<file path="src/hw/win_decode_pkg.sv">
/*
 * constants for the inbound pci window decode block: register byte
 * offsets, field positions, reset values and timing counts.
 * assumes a 10 mhz local clock and a 32-bit axi4-lite register port.
 */
package win_decode_pkg;
	// register byte offsets
	localparam logic [7:0] off_pci_rom_base_config        = 8'h30;
	localparam logic [7:0] off_space0_range_mask          = 8'h80;
	localparam logic [7:0] off_space0_local_base          = 8'h84;
	localparam logic [7:0] off_rom_range_mask             = 8'h90;
	localparam logic [7:0] off_rom_local_base_and_request = 8'h94;
	localparam logic [7:0] off_inbound_region_descriptor  = 8'h98;
	localparam logic [7:0] off_status                     = 8'h9c;

	// reset values
	localparam logic [31:0] rst_rom_range_mask   = 32'hffff0000;
	localparam logic [31:0] rst_rom_local_base   = 32'hffff0000;
	localparam logic [31:0] rst_pci_rom_base     = 32'h00000001;
	localparam logic [31:0] rst_zero             = 32'h00000000;

	// writable bits, and the space0 range decode mask
	localparam logic [31:0] rom_range_wmask      = 32'hfffff800;
	localparam logic [31:0] rom_local_wmask      = 32'hfffff81f;
	localparam logic [31:0] space0_range_wmask   = 32'hfffffff0;

	// field positions
	localparam int rom_en_bit        = 0;
	localparam int space0_en_bit     = 0;
	localparam int space0_io_bit     = 0;
	localparam int breq_en_bit       = 4;
	localparam int breq_dly_lsb      = 0;
	localparam int breq_dly_w        = 4;
	localparam int rom_addr_lsb      = 11;
	localparam int width_lsb         = 0;

	// bus width codes
	localparam logic [1:0] bw_8  = 2'h0;
	localparam logic [1:0] bw_16 = 2'h1;
	localparam logic [1:0] bw_32 = 2'h2;

	// timing: one delay step is eight local clocks
	localparam int          clocks_per_step = 8;
	localparam logic [6:0]  step_clocks     = 7'(clocks_per_step);
	localparam int          clk_period_ns   = 100;

	// axi responses
	localparam logic [1:0] resp_okay   = 2'h0;
	localparam logic [1:0] resp_slverr = 2'h2;
endpackage

</file>
<file path="src/hw/win_match_if.sv">
/*
 * carries one window's base, mask and remap value into the matcher and
 * its hit and translated address back out.
 * assumes both ends run on the same clock.
 */
`timescale 1ns/10ps
`default_nettype none
interface win_match_if;
	logic [31:0] pci_addr;
	logic [31:0] pci_base;
	logic [31:0] mask;
	logic [31:0] remap;
	logic        enable;
	logic        hit;
	logic [31:0] local_addr;
	modport ctrl (output pci_addr, pci_base, mask, remap, enable,
		input hit, local_addr);
	modport match (input pci_addr, pci_base, mask, remap, enable,
		output hit, local_addr);
endinterface
`default_nettype wire

</file>
<file path="src/hw/pci_local_window_decode.sv">
/*
 * inbound pci window decode: expansion rom and space 0 windows with
 * remap, region descriptor and delayed local bus request.
 * assumes pci address strobe and hold inputs come from logic on aclk;
 * hold_grant_in is a pin and is synchronised here.
 */
// Function
// RL1: rom window active straight after reset
// RL2: software disables rom via 30h and 94h
// RL3: rom range bits 31:11 mask decode
// RL4: rom range resets to 64 kbyte window
// RL5: rom hit remaps upper bits from 94h
// RL6: software sizes rom range register correctly
// RL7: request after programmed delay, eight clocks step
// RL8: request held until hold grant arrives
// RL9: request only when enable bit four set
// RL10: platform programs enable and delay seven
// RL11: software programs rom region descriptor values
// RL12: space0 range bit0 selects memory space
// RL13: space0 bits 1-3 read as programmed
// RL14: space0 hit remaps upper bits from 84h
// RL15: space0 local base bit0 enables window
// RL16: rom local base bits 10:5 read zero
// RL17: hit needs enable and masked base match
// RL18: descriptor width 00 8, 01 16, else 32
`timescale 1ns/10ps
`default_nettype none
module pci_local_window_decode
	import win_decode_pkg::*;
(
	input  wire logic        aclk,
	input  wire logic        aresetn,
	input  wire logic        clk_en,
	input  wire logic [7:0]  s_axi_awaddr,
	input  wire logic        s_axi_awvalid,
	output logic             s_axi_awready,
	input  wire logic [31:0] s_axi_wdata,
	input  wire logic [3:0]  s_axi_wstrb,
	input  wire logic        s_axi_wvalid,
	output logic             s_axi_wready,
	output logic [1:0]       s_axi_bresp,
	output logic             s_axi_bvalid,
	input  wire logic        s_axi_bready,
	input  wire logic [7:0]  s_axi_araddr,
	input  wire logic        s_axi_arvalid,
	output logic             s_axi_arready,
	output logic [31:0]      s_axi_rdata,
	output logic [1:0]       s_axi_rresp,
	output logic             s_axi_rvalid,
	input  wire logic        s_axi_rready,
	input  wire logic        pci_valid,
	input  wire logic [31:0] pci_addr,
	input  wire logic        pci_is_io,
	input  wire logic [31:0] pci_space0_base,
	output logic             rom_hit,
	output logic             space0_hit,
	output logic [31:0]      local_addr,
	output logic [1:0]       local_bus_width,
	input  wire logic        slave_hold_pending,
	input  wire logic        master_in_progress,
	input  wire logic        hold_grant_in,
	output logic             local_bus_request_out
);
	logic [31:0] pci_rom_base_config_reg;
	logic [31:0] space0_range_mask_reg;
	logic [31:0] space0_local_base_reg;
	logic [31:0] rom_range_mask_reg;
	logic [31:0] rom_local_base_and_request_reg;
	logic [31:0] inbound_region_descriptor_reg;
	logic        aw_held_reg;
	logic [7:0]  aw_addr_reg;
	logic        w_held_reg;
	logic [31:0] w_data_reg;
	logic [3:0]  w_strb_reg;
	logic        grant_meta_reg;
	logic        grant_sync_reg;
	logic [6:0]  delay_cnt_reg;
	logic [6:0]  delay_cnt_next;
	logic        wr_fire;
	logic        rd_fire;
	logic [31:0] rom_mask_eff;
	logic [31:0] space0_mask_eff;

	typedef enum logic [2:0] {
		req_idle  = 3'b001,
		req_count = 3'b010,
		req_high  = 3'b100
	} req_state_t;
	req_state_t req_state_reg;

	// byte-lane merge of a write into a register, keeping fixed bits
	function automatic logic [31:0] merge(input logic [31:0] old,
		input logic [31:0] data, input logic [3:0] strb,
		input logic [31:0] wmask);
		logic [31:0] res;
		res = old;
		for (int i = 0; i < 4; i++) begin
			if (strb[i]) begin
				res[i*8 +: 8] = data[i*8 +: 8];
			end
		end
		return (res & wmask) | (old & ~wmask);
	endfunction

	// width decode: 10 and 11 both mean a 32-bit bus
	function automatic logic [1:0] width_of(input logic [1:0] code);
		return (code[1]) ? bw_32 : code; // RL18
	endfunction

	// write address and data taken independently, in either order
	assign s_axi_awready = !aw_held_reg && !s_axi_bvalid;
	assign s_axi_wready  = !w_held_reg && !s_axi_bvalid;
	assign s_axi_arready = !s_axi_rvalid;
	assign wr_fire = aw_held_reg && w_held_reg && !s_axi_bvalid;
	assign rd_fire = s_axi_arvalid && s_axi_arready;

	// write channel capture
	always_ff @(posedge aclk) begin
		if (!aresetn) begin
			aw_held_reg <= 1'b0;
			aw_addr_reg <= 8'h00;
			w_held_reg  <= 1'b0;
			w_data_reg  <= 32'h00000000;
			w_strb_reg  <= 4'h0;
		end else if (clk_en) begin
			if (s_axi_awvalid && s_axi_awready) begin
				aw_held_reg <= 1'b1;
				aw_addr_reg <= s_axi_awaddr;
			end else if (wr_fire) begin
				aw_held_reg <= 1'b0;
			end
			if (s_axi_wvalid && s_axi_wready) begin
				w_held_reg <= 1'b1;
				w_data_reg <= s_axi_wdata;
				w_strb_reg <= s_axi_wstrb;
			end else if (wr_fire) begin
				w_held_reg <= 1'b0;
			end
		end
	end

	// write response; unmapped or read-only address answers slverr
	always_ff @(posedge aclk) begin
		if (!aresetn) begin
			s_axi_bvalid <= 1'b0;
			s_axi_bresp  <= resp_okay;
		end else if (clk_en) begin
			if (wr_fire) begin
				s_axi_bvalid <= 1'b1;
				unique case (aw_addr_reg & 8'hfc)
					off_pci_rom_base_config, off_space0_range_mask,
					off_space0_local_base, off_rom_range_mask,
					off_rom_local_base_and_request,
					off_inbound_region_descriptor: s_axi_bresp <= resp_okay;
					default: s_axi_bresp <= resp_slverr;
				endcase
			end else if (s_axi_bvalid && s_axi_bready) begin
				s_axi_bvalid <= 1'b0;
			end
		end
	end

	// register file; rom window and range come up live from reset
	always_ff @(posedge aclk) begin
		if (!aresetn) begin
			pci_rom_base_config_reg        <= rst_pci_rom_base; // RL1
			space0_range_mask_reg          <= rst_zero; // RL12 RL13
			space0_local_base_reg          <= rst_zero;
			rom_range_mask_reg             <= rst_rom_range_mask; // RL4
			rom_local_base_and_request_reg <= rst_rom_local_base; // RL9
			inbound_region_descriptor_reg  <= rst_zero;
		end else if (clk_en && wr_fire) begin
			unique case (aw_addr_reg & 8'hfc)
				off_pci_rom_base_config: pci_rom_base_config_reg <=
					merge(pci_rom_base_config_reg, w_data_reg,
						w_strb_reg, 32'hfffff801);
				off_space0_range_mask: space0_range_mask_reg <=
					merge(space0_range_mask_reg, w_data_reg,
						w_strb_reg, 32'hffffffff);
				off_space0_local_base: space0_local_base_reg <=
					merge(space0_local_base_reg, w_data_reg,
						w_strb_reg, 32'hffffffff);
				off_rom_range_mask: rom_range_mask_reg <=
					merge(rom_range_mask_reg, w_data_reg,
						w_strb_reg, rom_range_wmask); // RL3
				off_rom_local_base_and_request:
					rom_local_base_and_request_reg <=
					merge(rom_local_base_and_request_reg, w_data_reg,
						w_strb_reg, rom_local_wmask); // RL16
				off_inbound_region_descriptor:
					inbound_region_descriptor_reg <=
					merge(inbound_region_descriptor_reg, w_data_reg,
						w_strb_reg, 32'hffffffff);
				default: ;
			endcase
		end
	end

	// read data registered; unmapped reads give zero and slverr
	always_ff @(posedge aclk) begin
		if (!aresetn) begin
			s_axi_rvalid <= 1'b0;
			s_axi_rdata  <= 32'h00000000;
			s_axi_rresp  <= resp_okay;
		end else if (clk_en) begin
			if (rd_fire) begin
				s_axi_rvalid <= 1'b1;
				s_axi_rresp  <= resp_okay;
				unique case (s_axi_araddr & 8'hfc)
					off_pci_rom_base_config:
						s_axi_rdata <= pci_rom_base_config_reg;
					off_space0_range_mask:
						s_axi_rdata <= space0_range_mask_reg;
					off_space0_local_base:
						s_axi_rdata <= space0_local_base_reg;
					off_rom_range_mask:
						s_axi_rdata <= rom_range_mask_reg;
					off_rom_local_base_and_request:
						s_axi_rdata <= rom_local_base_and_request_reg;
					off_inbound_region_descriptor:
						s_axi_rdata <= inbound_region_descriptor_reg;
					off_status:
						s_axi_rdata <= {29'h0, grant_sync_reg,
							local_bus_request_out,
							req_state_reg == req_count};
					default: begin
						s_axi_rdata <= 32'h00000000;
						s_axi_rresp <= resp_slverr;
					end
				endcase
			end else if (s_axi_rvalid && s_axi_rready) begin
				s_axi_rvalid <= 1'b0;
			end
		end
	end

	// two decode windows share one matcher module each
	win_match_if rom_if ();
	win_match_if sp0_if ();
	assign rom_mask_eff    = rom_range_mask_reg & rom_range_wmask; // RL3
	assign space0_mask_eff = space0_range_mask_reg & space0_range_wmask;
	assign rom_if.pci_addr = pci_addr;
	assign rom_if.pci_base = pci_rom_base_config_reg;
	assign rom_if.mask     = rom_mask_eff;
	assign rom_if.remap    = rom_local_base_and_request_reg; // RL5
	assign rom_if.enable   = pci_rom_base_config_reg[rom_en_bit] && !pci_is_io;
	assign sp0_if.pci_addr = pci_addr;
	assign sp0_if.pci_base = pci_space0_base;
	assign sp0_if.mask     = space0_mask_eff;
	assign sp0_if.remap    = space0_local_base_reg; // RL14
	// window type from bit 0: memory when clear, io when set
	assign sp0_if.enable   = space0_local_base_reg[space0_en_bit] &&
		(space0_range_mask_reg[space0_io_bit] == pci_is_io); // RL12 RL15
	win_match u_rom (.m(rom_if.match));
	win_match u_sp0 (.m(sp0_if.match));

	// registered decode result, rom takes priority on overlap
	always_ff @(posedge aclk) begin
		if (!aresetn) begin
			rom_hit         <= 1'b0;
			space0_hit      <= 1'b0;
			local_addr      <= 32'h00000000;
			local_bus_width <= bw_8;
		end else if (clk_en) begin
			rom_hit    <= pci_valid && rom_if.hit;
			space0_hit <= pci_valid && sp0_if.hit && !rom_if.hit;
			if (pci_valid && rom_if.hit) begin
				local_addr <= rom_if.local_addr;
			end else if (pci_valid && sp0_if.hit) begin
				local_addr <= sp0_if.local_addr;
			end
			local_bus_width <= width_of(
				inbound_region_descriptor_reg[width_lsb +: 2]); // RL18
		end
	end

	// hold grant pin synchroniser
	always_ff @(posedge aclk) begin
		if (!aresetn) begin
			grant_meta_reg <= 1'b0;
			grant_sync_reg <= 1'b0;
		end else if (clk_en) begin
			grant_meta_reg <= hold_grant_in;
			grant_sync_reg <= grant_meta_reg;
		end
	end

	// delay target: code times eight clocks
	assign delay_cnt_next = 7'(rom_local_base_and_request_reg[
		breq_dly_lsb +: breq_dly_w]) * step_clocks; // RL7

	// bus request sequencer; deadlock case counted then held to grant
	always_ff @(posedge aclk) begin
		if (!aresetn) begin
			req_state_reg         <= req_idle;
			delay_cnt_reg         <= 7'h00;
			local_bus_request_out <= 1'b0;
		end else if (clk_en) begin
			unique case (req_state_reg)
				req_idle: begin
					delay_cnt_reg <= 7'h00;
					if (slave_hold_pending && master_in_progress &&
						!grant_sync_reg &&
						rom_local_base_and_request_reg[breq_en_bit]) begin
						req_state_reg <= req_count; // RL7 RL9
					end
				end
				req_count: begin
					if (!(slave_hold_pending && master_in_progress) ||
						grant_sync_reg ||
						!rom_local_base_and_request_reg[breq_en_bit]) begin
						req_state_reg <= req_idle;
					end else if (delay_cnt_reg + 7'h01 >= delay_cnt_next) begin
						req_state_reg         <= req_high; // RL7
						local_bus_request_out <= 1'b1;
					end else begin
						delay_cnt_reg <= delay_cnt_reg + 7'h01;
					end
				end
				req_high: begin
					if (grant_sync_reg) begin
						req_state_reg         <= req_idle; // RL8
						local_bus_request_out <= 1'b0;
					end
				end
			endcase
		end
	end

	// checks
	property p_req_needs_enable;
		@(posedge aclk) disable iff (!aresetn)
		$rose(local_bus_request_out) |->
			$past(rom_local_base_and_request_reg[breq_en_bit]);
	endproperty
	a_req_needs_enable: assert property (p_req_needs_enable) // RL9
		else $error("bus request raised while disabled");

	property p_req_held;
		@(posedge aclk) disable iff (!aresetn)
		(local_bus_request_out && !grant_sync_reg) |=>
			local_bus_request_out;
	endproperty
	a_req_held: assert property (p_req_held) // RL8
		else $error("bus request dropped before grant");

	property p_rom_reset;
		@(posedge aclk) $rose(aresetn) |->
			rom_range_mask_reg == 32'hffff0000 &&
			pci_rom_base_config_reg[rom_en_bit];
	endproperty
	a_rom_reset: assert property (p_rom_reset) // RL1
		else $error("rom window not live after reset");

	// unknown before the first reset edge, so held off until then
	property p_unused_zero;
		@(posedge aclk) disable iff (!aresetn)
		rom_local_base_and_request_reg[10:5] == 6'h00;
	endproperty
	a_unused_zero: assert property (p_unused_zero) // RL16
		else $error("unused rom base bits nonzero");

	property p_range_low_zero;
		@(posedge aclk) rom_mask_eff[10:0] == 11'h000;
	endproperty
	a_range_low_zero: assert property (p_range_low_zero) // RL3
		else $error("rom decode uses offset bits");

	property p_rom_remap;
		@(posedge aclk) disable iff (!aresetn)
		(clk_en && pci_valid && rom_if.hit) |=>
			rom_hit && local_addr[10:0] == $past(pci_addr[10:0]);
	endproperty
	a_rom_remap: assert property (p_rom_remap) // RL5
		else $error("rom remap offset lost");

	property p_sp0_needs_enable;
		@(posedge aclk) disable iff (!aresetn)
		space0_hit |-> $past(space0_local_base_reg[space0_en_bit]);
	endproperty
	a_sp0_needs_enable: assert property (p_sp0_needs_enable) // RL15
		else $error("space0 hit while disabled");

	property p_width;
		@(posedge aclk) disable iff (!aresetn)
		clk_en && inbound_region_descriptor_reg[1] |=>
			local_bus_width == bw_32;
	endproperty
	a_width: assert property (p_width) // RL18
		else $error("bus width decode wrong");

	c_req: cover property (@(posedge aclk) $rose(local_bus_request_out));
	c_rom: cover property (@(posedge aclk) rom_hit);
	c_sp0: cover property (@(posedge aclk) space0_hit);
	c_wr: cover property (@(posedge aclk) s_axi_bvalid && s_axi_bready);
endmodule
`default_nettype wire

</file>
<file path="src/hw/win_match.sv">
/*
 * one decode window: masked compare of the pci address with the window
 * base and splice of the remap bits over the decoded bits.
 * assumes the mask already has only decode bits set.
 */
`timescale 1ns/10ps
`default_nettype none
module win_match
	import win_decode_pkg::*;
(
	win_match_if.match m
);
	// hit only when enabled and masked address equals masked base
	assign m.hit = m.enable &&
		((m.pci_addr & m.mask) == (m.pci_base & m.mask)); // RL17
	// decoded upper bits replaced, offset bits kept
	assign m.local_addr = (m.remap & m.mask) | (m.pci_addr & ~m.mask); // RL5 RL14
endmodule
`default_nettype wire

</file>
<file path="config.mk">
export PLATFORM = sky130hd
export DESIGN_NAME = pci_local_window_decode
export DESIGN_NICKNAME = d
export VERILOG_FILES = /design/src/hw/win_decode_pkg.sv /design/src/hw/win_match_if.sv /design/src/hw/pci_local_window_decode.sv /design/src/hw/win_match.sv
export SDC_FILE = /design/constraint.sdc
export NUM_CORES = 1
export LEC_CHECK = 0
export CAP_MARGIN = 20
export CORE_MARGIN = 4
export CORE_UTILIZATION = 50
export CTS_CLUSTER_SIZE = 16
export DETAILED_ROUTE_END_ITERATION = 8
export DONT_BUFFER_PORTS = 1
export PLACE_DENSITY = 0.64
export SYNTH_ARGS = -nofsm -noshare
export SYNTH_HDL_FRONTEND = slang
export SYNTH_HIERARCHICAL = 1
export SYNTH_SLANG_ARGS = --single-unit
</file>
<file path="constraint.sdc">
create_clock -name aclk -period 3.2 [get_ports aclk]
set_input_delay 0.16 -clock aclk [delete_from_list [all_inputs] [get_ports aclk]]
set_output_delay 0.16 -clock aclk [all_outputs]
set_load 0.01 [all_outputs]
</file>
After elaboration in Yosys (flattened, before gate mapping)
Index checks and enable logic that the tools add are counted.
{ "totals": {"in_bits": 129, "ff_bits": 325} }
{ "classes": {"addsub": 1, "n_eq_ne": 25, "magnitude_cmp": 1, "bitwise": 15, "mux": 69, "n_reduce_logical": 67} }
{ "ops": {"columns": ["cell", "n"], "rows": [
  ["8-bit two-way mux", 36],
  ["32-bit AND", 8],
  ["32-bit one-hot mux with 7 select lines", 1],
  ["32-bit by 11-bit bitwise OR with 32-bit output", 3],
  ["6-bit == test, second input constant", 11],
  ["32-bit == test", 2],
  ["32-bit two-way mux", 2],
  ["32-bit inverter", 2],
  ["32-bit bitwise OR", 2],
  ["3-bit AND reduction", 12],
  ["2-bit AND reduction", 12],
  ["1-bit logical AND", 20],
  ["5-bit two-way mux", 4],
  ["1-bit two-way mux", 14],
  ["7-bit two-way mux", 2],
  ["7-bit one-hot mux with 2 select lines", 1],
  ["2-bit nonzero test", 7],
  ["6-bit by 4-bit == test with 1-bit output, second input constant", 2],
  ["3-bit two-way mux", 4],
  ["1-bit logical NOT", 9],
  ["3-bit one-hot mux with 3 select lines", 1],
  ["2-bit inequality test, second input constant", 4],
  ["4-bit AND reduction", 2],
  ["7-bit by 1-bit adder with 7-bit output, second input constant", 1],
  ["other kinds (13)", 16]
]} }

Longest topological paths before layout
{ "logic_depth": {"depth_word": 6, "ltp_mapped": 11} }

Modules after synthesis
Netlist, hierarchy kept.
{ "modules_own_cells": {"columns": ["module", "seq_area_each_um2", "instances", "area_each_um2", "cells_per_inst"], "rows": [
  ["pci_local_window_decode", 5885.6, 1, 11942.7, 1476],
  ["win_match", 0.0, 2, 814.5, 85]
]} }

Worst setup path after synthesis
No wires, ideal clock.
{ "synth_timing": {"path_kind": "flip-flop to flip-flop", "startpoint": "reg pci_rom_base_config_reg[28]", "endpoint": "reg local_addr[10]", "slack_ps": 699, "path_stages_with_launch": 12, "arrival_ps": 2410, "required_ps": 3109, "cell_sequence": "dfxtp_1 xor2_1 a22o_1 a221oi_2 nand3_1 nor4_2 clkbuf_1 o211a_1 clkbuf_1 buf_1 nor2_1 a311oi_1"} }
{ "synth_via": {"elab_chain_len": 6, "elab_cells_between_ends": 7, "cone_classes": "1 x eq/ne; 1 x mux; 1 x bitwise; 4 x reduce/logical"} }
{ "synth_rtl": {"columns": ["item", "line_no", "source"], "rows": [
  ["start: declaration", "pci_local_window_decode.sv:64", "logic [31:0] pci_rom_base_config_reg;"],
  ["start signal: assignment", "pci_local_window_decode.sv:166", "pci_rom_base_config_reg <= rst_pci_rom_base;"],
  ["start signal: assignment", "pci_local_window_decode.sv:174", "off_pci_rom_base_config: pci_rom_base_config_reg <="],
  ["32-bit AND *", "win_match.sv:15", "((m.pci_addr & m.mask) == (m.pci_base & m.mask));"],
  ["32-bit == test *", "win_match.sv:15", null],
  ["1-bit logical AND *", "win_match.sv:14", "assign m.hit = m.enable &&"],
  ["via rom_if.hit", "win_match_if.sv:14", "logic hit;"],
  ["1-bit logical AND *", "pci_local_window_decode.sv:267", "if (pci_valid && rom_if.hit) begin"],
  ["2-bit nonzero test (no source line)", null, null],
  ["2-bit AND reduction (no source line)", null, null],
  ["end signal: assignment", "pci_local_window_decode.sv:268", "local_addr <= rom_if.local_addr;"],
  ["end signal: assignment", "pci_local_window_decode.sv:270", "local_addr <= sp0_if.local_addr;"],
  ["end: declaration", "pci_local_window_decode.sv:57", "output logic [31:0] local_addr,"]
]} }
The timed path passes the listed nets; every way through them passes the cells marked *.
A chain may end at the register's enable or synchronous reset.

Worst setup path after layout
{ "layout_timing": {"startpoint": "reg delay_cnt_reg[2]", "endpoint": "reg delay_cnt_reg[5]"} }
{ "layout_via": {"elab_chain_len": 4, "elab_cells_between_ends": 7, "cone_classes": "1 x add/sub; 1 x order compare; 1 x eq/ne; 3 x mux; 1 x reduce/logical"} }
{ "layout_rtl": {"columns": ["item", "line_no", "source"], "rows": [
  ["start: declaration", "pci_local_window_decode.sv:77", "logic [6:0] delay_cnt_reg;"],
  ["start signal: assignment", "pci_local_window_decode.sv:317", "delay_cnt_reg <= delay_cnt_reg + 7'h01;"],
  ["7-bit by 1-bit adder with 7-bit output *", "pci_local_window_decode.sv:313, pci_local_window_decode.sv:317", null],
  ["7-bit >= comparator / 7-bit two-way mux (equally long branches)", "pci_local_window_decode.sv:313", "end else if (delay_cnt_reg + 7'h01 >= delay_cnt_next) begin"],
  ["2-bit inequality test (no source line) / 7-bit two-way mux (equally long branches)", null, null],
  ["4-bit AND reduction (no source line) / 7-bit one-hot mux with 2 select lines (equally long branches)", null, null]
]} }
Every way passes the cells marked *; elsewhere a longest branch is shown, timed or not. The select of a mux whose other input is x is not followed.

==> impl_results.md <==
- Status: finished, violations left
- Failing checks: DRC
- Mapped Cells: roughly 1600
- Final Util: 0.591
- Fin. Hold Viols: 0
- Hold EP: req_state_reg[1]
- DR WL/cell: about 22 microns
- Rel. slew slack: 0.280
- Hold Startpoint: clk_en
- Area leader, netlist: dfxtp_1
- Largest net degree at the start of global routing: between 150 and 200
- Routability cong.: between 0.8 and 0.9
- Initial antenna violation count: 1
- Slew @ Worst Pin: between 1 and 1.5 ns
- CP required: approximately 3.6 ns
- Final net count: approximately 1800
- Clock Path Buffers: 3
- First-pass GRT wire length: 71.5 mm
- Maxcap violations: 0
- Synth async-reset ratio: 0
- Starting density of the core: 0.506
- Hold Crit Class: input pin to register
- Slowest stage delay, CP: ~0.53 ns
- Drt initial violations: around 1700
- Clk slew on worst S/H paths: 0.05 ns
- # rows: 60
- Top-count cell post-synth: nand2_1
- TritonCTS clock tree: yes
- Slowest cell on the critical path: or3b_2
- Worst-Skew Late Latency: between 0.5 and 0.6 ns
- I/O Buffers: 0
- HPWL after DPL: between 20 and 30 mm
- Synthesized area: around 14000 sq um
- Top cells by area, synth: dfxtp_1 43%, nand2_1 9.8%, nand3_1 8.4%
- R2r worst-path depth: 10
- Remaining DRCs: 5
- Reg2Reg Setup Slack: 0.40 ns
- Most frequent cells after synthesis: 353 x nand2_1, 294 x dfxtp_1, 227 x nand3_1
- Post-synth top flop: dfxtp_1
- Vias per cell: 6.25
- CP endpoint kind: register
- #FFs+latches synth: about 290
- # fillers: ~2500
- Clock Sinks: a little under 300
- Top-Level Pins: 207
- Top cell type's share of synthesized area: 0.434
- DRT antenna net count: 0
- Sequential share of the synthesized area: 0.434
- R2R Path Start: delay_cnt_reg[2]
- CP Cell Sequence: nand3_1, nor2_1, xnor2_1, inv_1, ha_1, or2_2, a211oi_1, a21oi_1, or3b_2, o21ai_0
- RSZ-0062 raised after global routing: false
- Worst slack, placed: around 0.45 ns
- Period utilisation layout: 0.874
- Die Footprint: between 20000 and 30000 sq um
- Core area: around 27000 sq um
- Critical path type: register to register
- Final setup violation count: 0
- Total CTS buffers: 35
- Final WL: approximately 46 mm
- Maximum vdd ir drop: between 0.4 and 0.5 mV
- Die W: about 170 microns
- Die Y: about 170 microns
- Power Dens Cells: approximately 520 nW/um^2
- Avg Inst Size Synth: between 8 and 9 sq um
- Final Max Slew Viols: 0
- Yosys Warn Count: 6
- Maximum net fanout on the critical path: 12
- GRT Overall Usage: 0.297
- Unique masters post-synth: 58
- H-tree level count: 2
- FMAX: between 300 and 400 MHz
- Hold Path Cell Cnt: 3
- Ant. Diodes: 0
- Root Driver: clkbuf_16
- Worst Path Arrival: 3.23 ns
- Routed vias: approximately 13000
- Congestion Overflow GR: 0
- Clock period minus worst slack: 2.80 ns
- Area Overhead vs Synth: 16.8%
- Storage cell area: between 5000 and 6000 sq um
- Final Skew: about 0.014 ns
- Fraction of layout cells with a size suffix above 1: 0.0730
- Post-cts resize count: 0
- Total negative setup slack: 0 ns
- TritonRoute pass-1 iters: 9
- Multi-input gate area: about 7400 sq um
- RR Endpoint: delay_cnt_reg[5]
- LEAKAGE: between 5 and 6 nW
- CP Launch Type: register
- Vias in the first global route: 12428
- EDFF count, synth: 0
- Final setup margin: approximately 0.4 ns
-- worst max-delay path: cells and delay by family (launching register included) --
family | cells | cell delay, ns
AO/OA/AOI/OAI | 3 | 0.61
flip-flops | 1 | 0.42
AND/OR/NAND/NOR | 4 | 1.16
buffers and inverters | 1 | 0.07
adder cells (fa/ha/maj) | 1 | 0.28
XOR/XNOR | 1 | 0.15
-- routing by layer --
layer | track usage | wire length, microns
met1 | 0.392 | 18800
met2 | 0.471 | 20700
met3 | 0.0708 | 4910
met4 | 0.122 | 1920
met5 | 0 | 0
-- power by group --
| part | switching (mW) | internal (mW) | leakage, nW |
|---|---|---|---|
| Sequential | 0.0514 | 3.69 | 2.37 |
| Clock | 1.53 | 2.58 | 0.594 |
| Combinational | 0.254 | 0.164 | 2.74 |
-- layout make-up --
type	instances	area share
well taps	341	0.0269
clock buffers	54	0.0688
repair buffers	94	0.0559
inverters	13	0.00339
clock inverters	7	0.00695
multi-input cells	1265	0.467
flip-flops and latches	294	0.371
-- cell families after synthesis --
group           Yosys count  share of synthesized area
compound gates          362                      0.182
xor+xnor                 69                     0.0445
flops                   294                      0.434
fa+ha+maj                 5                    0.00461
buf+inv                 134                     0.0389
mux                      75                     0.0612
simple gates            706                      0.235
other cells               1                   0.000276
-- metrics by stage --
step | total power, mW | hold WS [ns] | area (sq um) | instances
final | 8.27 | 0.0159 | 15900 | 2068
after global routing | 8.51 | 0.0316 | 15900 | 2068
after CTS | 8.31 | 0.00127 | 15900 | 2068
after detailed placement | 4.15 | 0.257 | 14100 | 1956
after global placement | 4.15 | 0.252 | 14100 | 1956
after floorplan | 4.07 | 0.296 | 13700 | 1693
-- what timing repair did --
action | 4_1_cts | 5_1_grt
setup buffers | 0 | 0
hold endpoints to repair | 142 | 0
hold buffers | 51 | 0
setup endpoints to repair | 0 | 0
-- worst max path at each step --
stage / startpoint / to / slack, ns / cells past startpoint
2_1_floorplan: pci_rom_base_config_reg[28] / local_addr[10] / 0.70 / 11
3_3_place_gp: delay_cnt_reg[2] / delay_cnt_reg[5] / 0.48 / 10
3_5_place_dp: delay_cnt_reg[2] / delay_cnt_reg[5] / 0.45 / 10
4_1_cts: delay_cnt_reg[2] / delay_cnt_reg[5] / 0.40 / 10
5_1_grt: delay_cnt_reg[2] / delay_cnt_reg[5] / 0.16 / 10
6_report: delay_cnt_reg[2] / delay_cnt_reg[5] / 0.40 / 10
-- cell usage in the layout, fill, tap and decap left out, drive strengths merged, types with 5 or more instances in the layout --
master / count
a21oi: 182
a221oi: 8
a222oi: 52
a22o: 29
a22oi: 16
a311oi: 32
and2: 8
buf: 45
clkbuf: 54
conb: 48
dfxtp: 294
dlygate4sd3: 49
ha: 5
inv: 13
mux2: 64
mux2i: 11
nand2: 353
nand2b: 6
nand3: 227
nand4: 5
nor2: 60
nor3: 13
o2111ai: 7
o21ai: 21
xor2: 66
No activity file was read; power rests on OpenSTA's default activity.
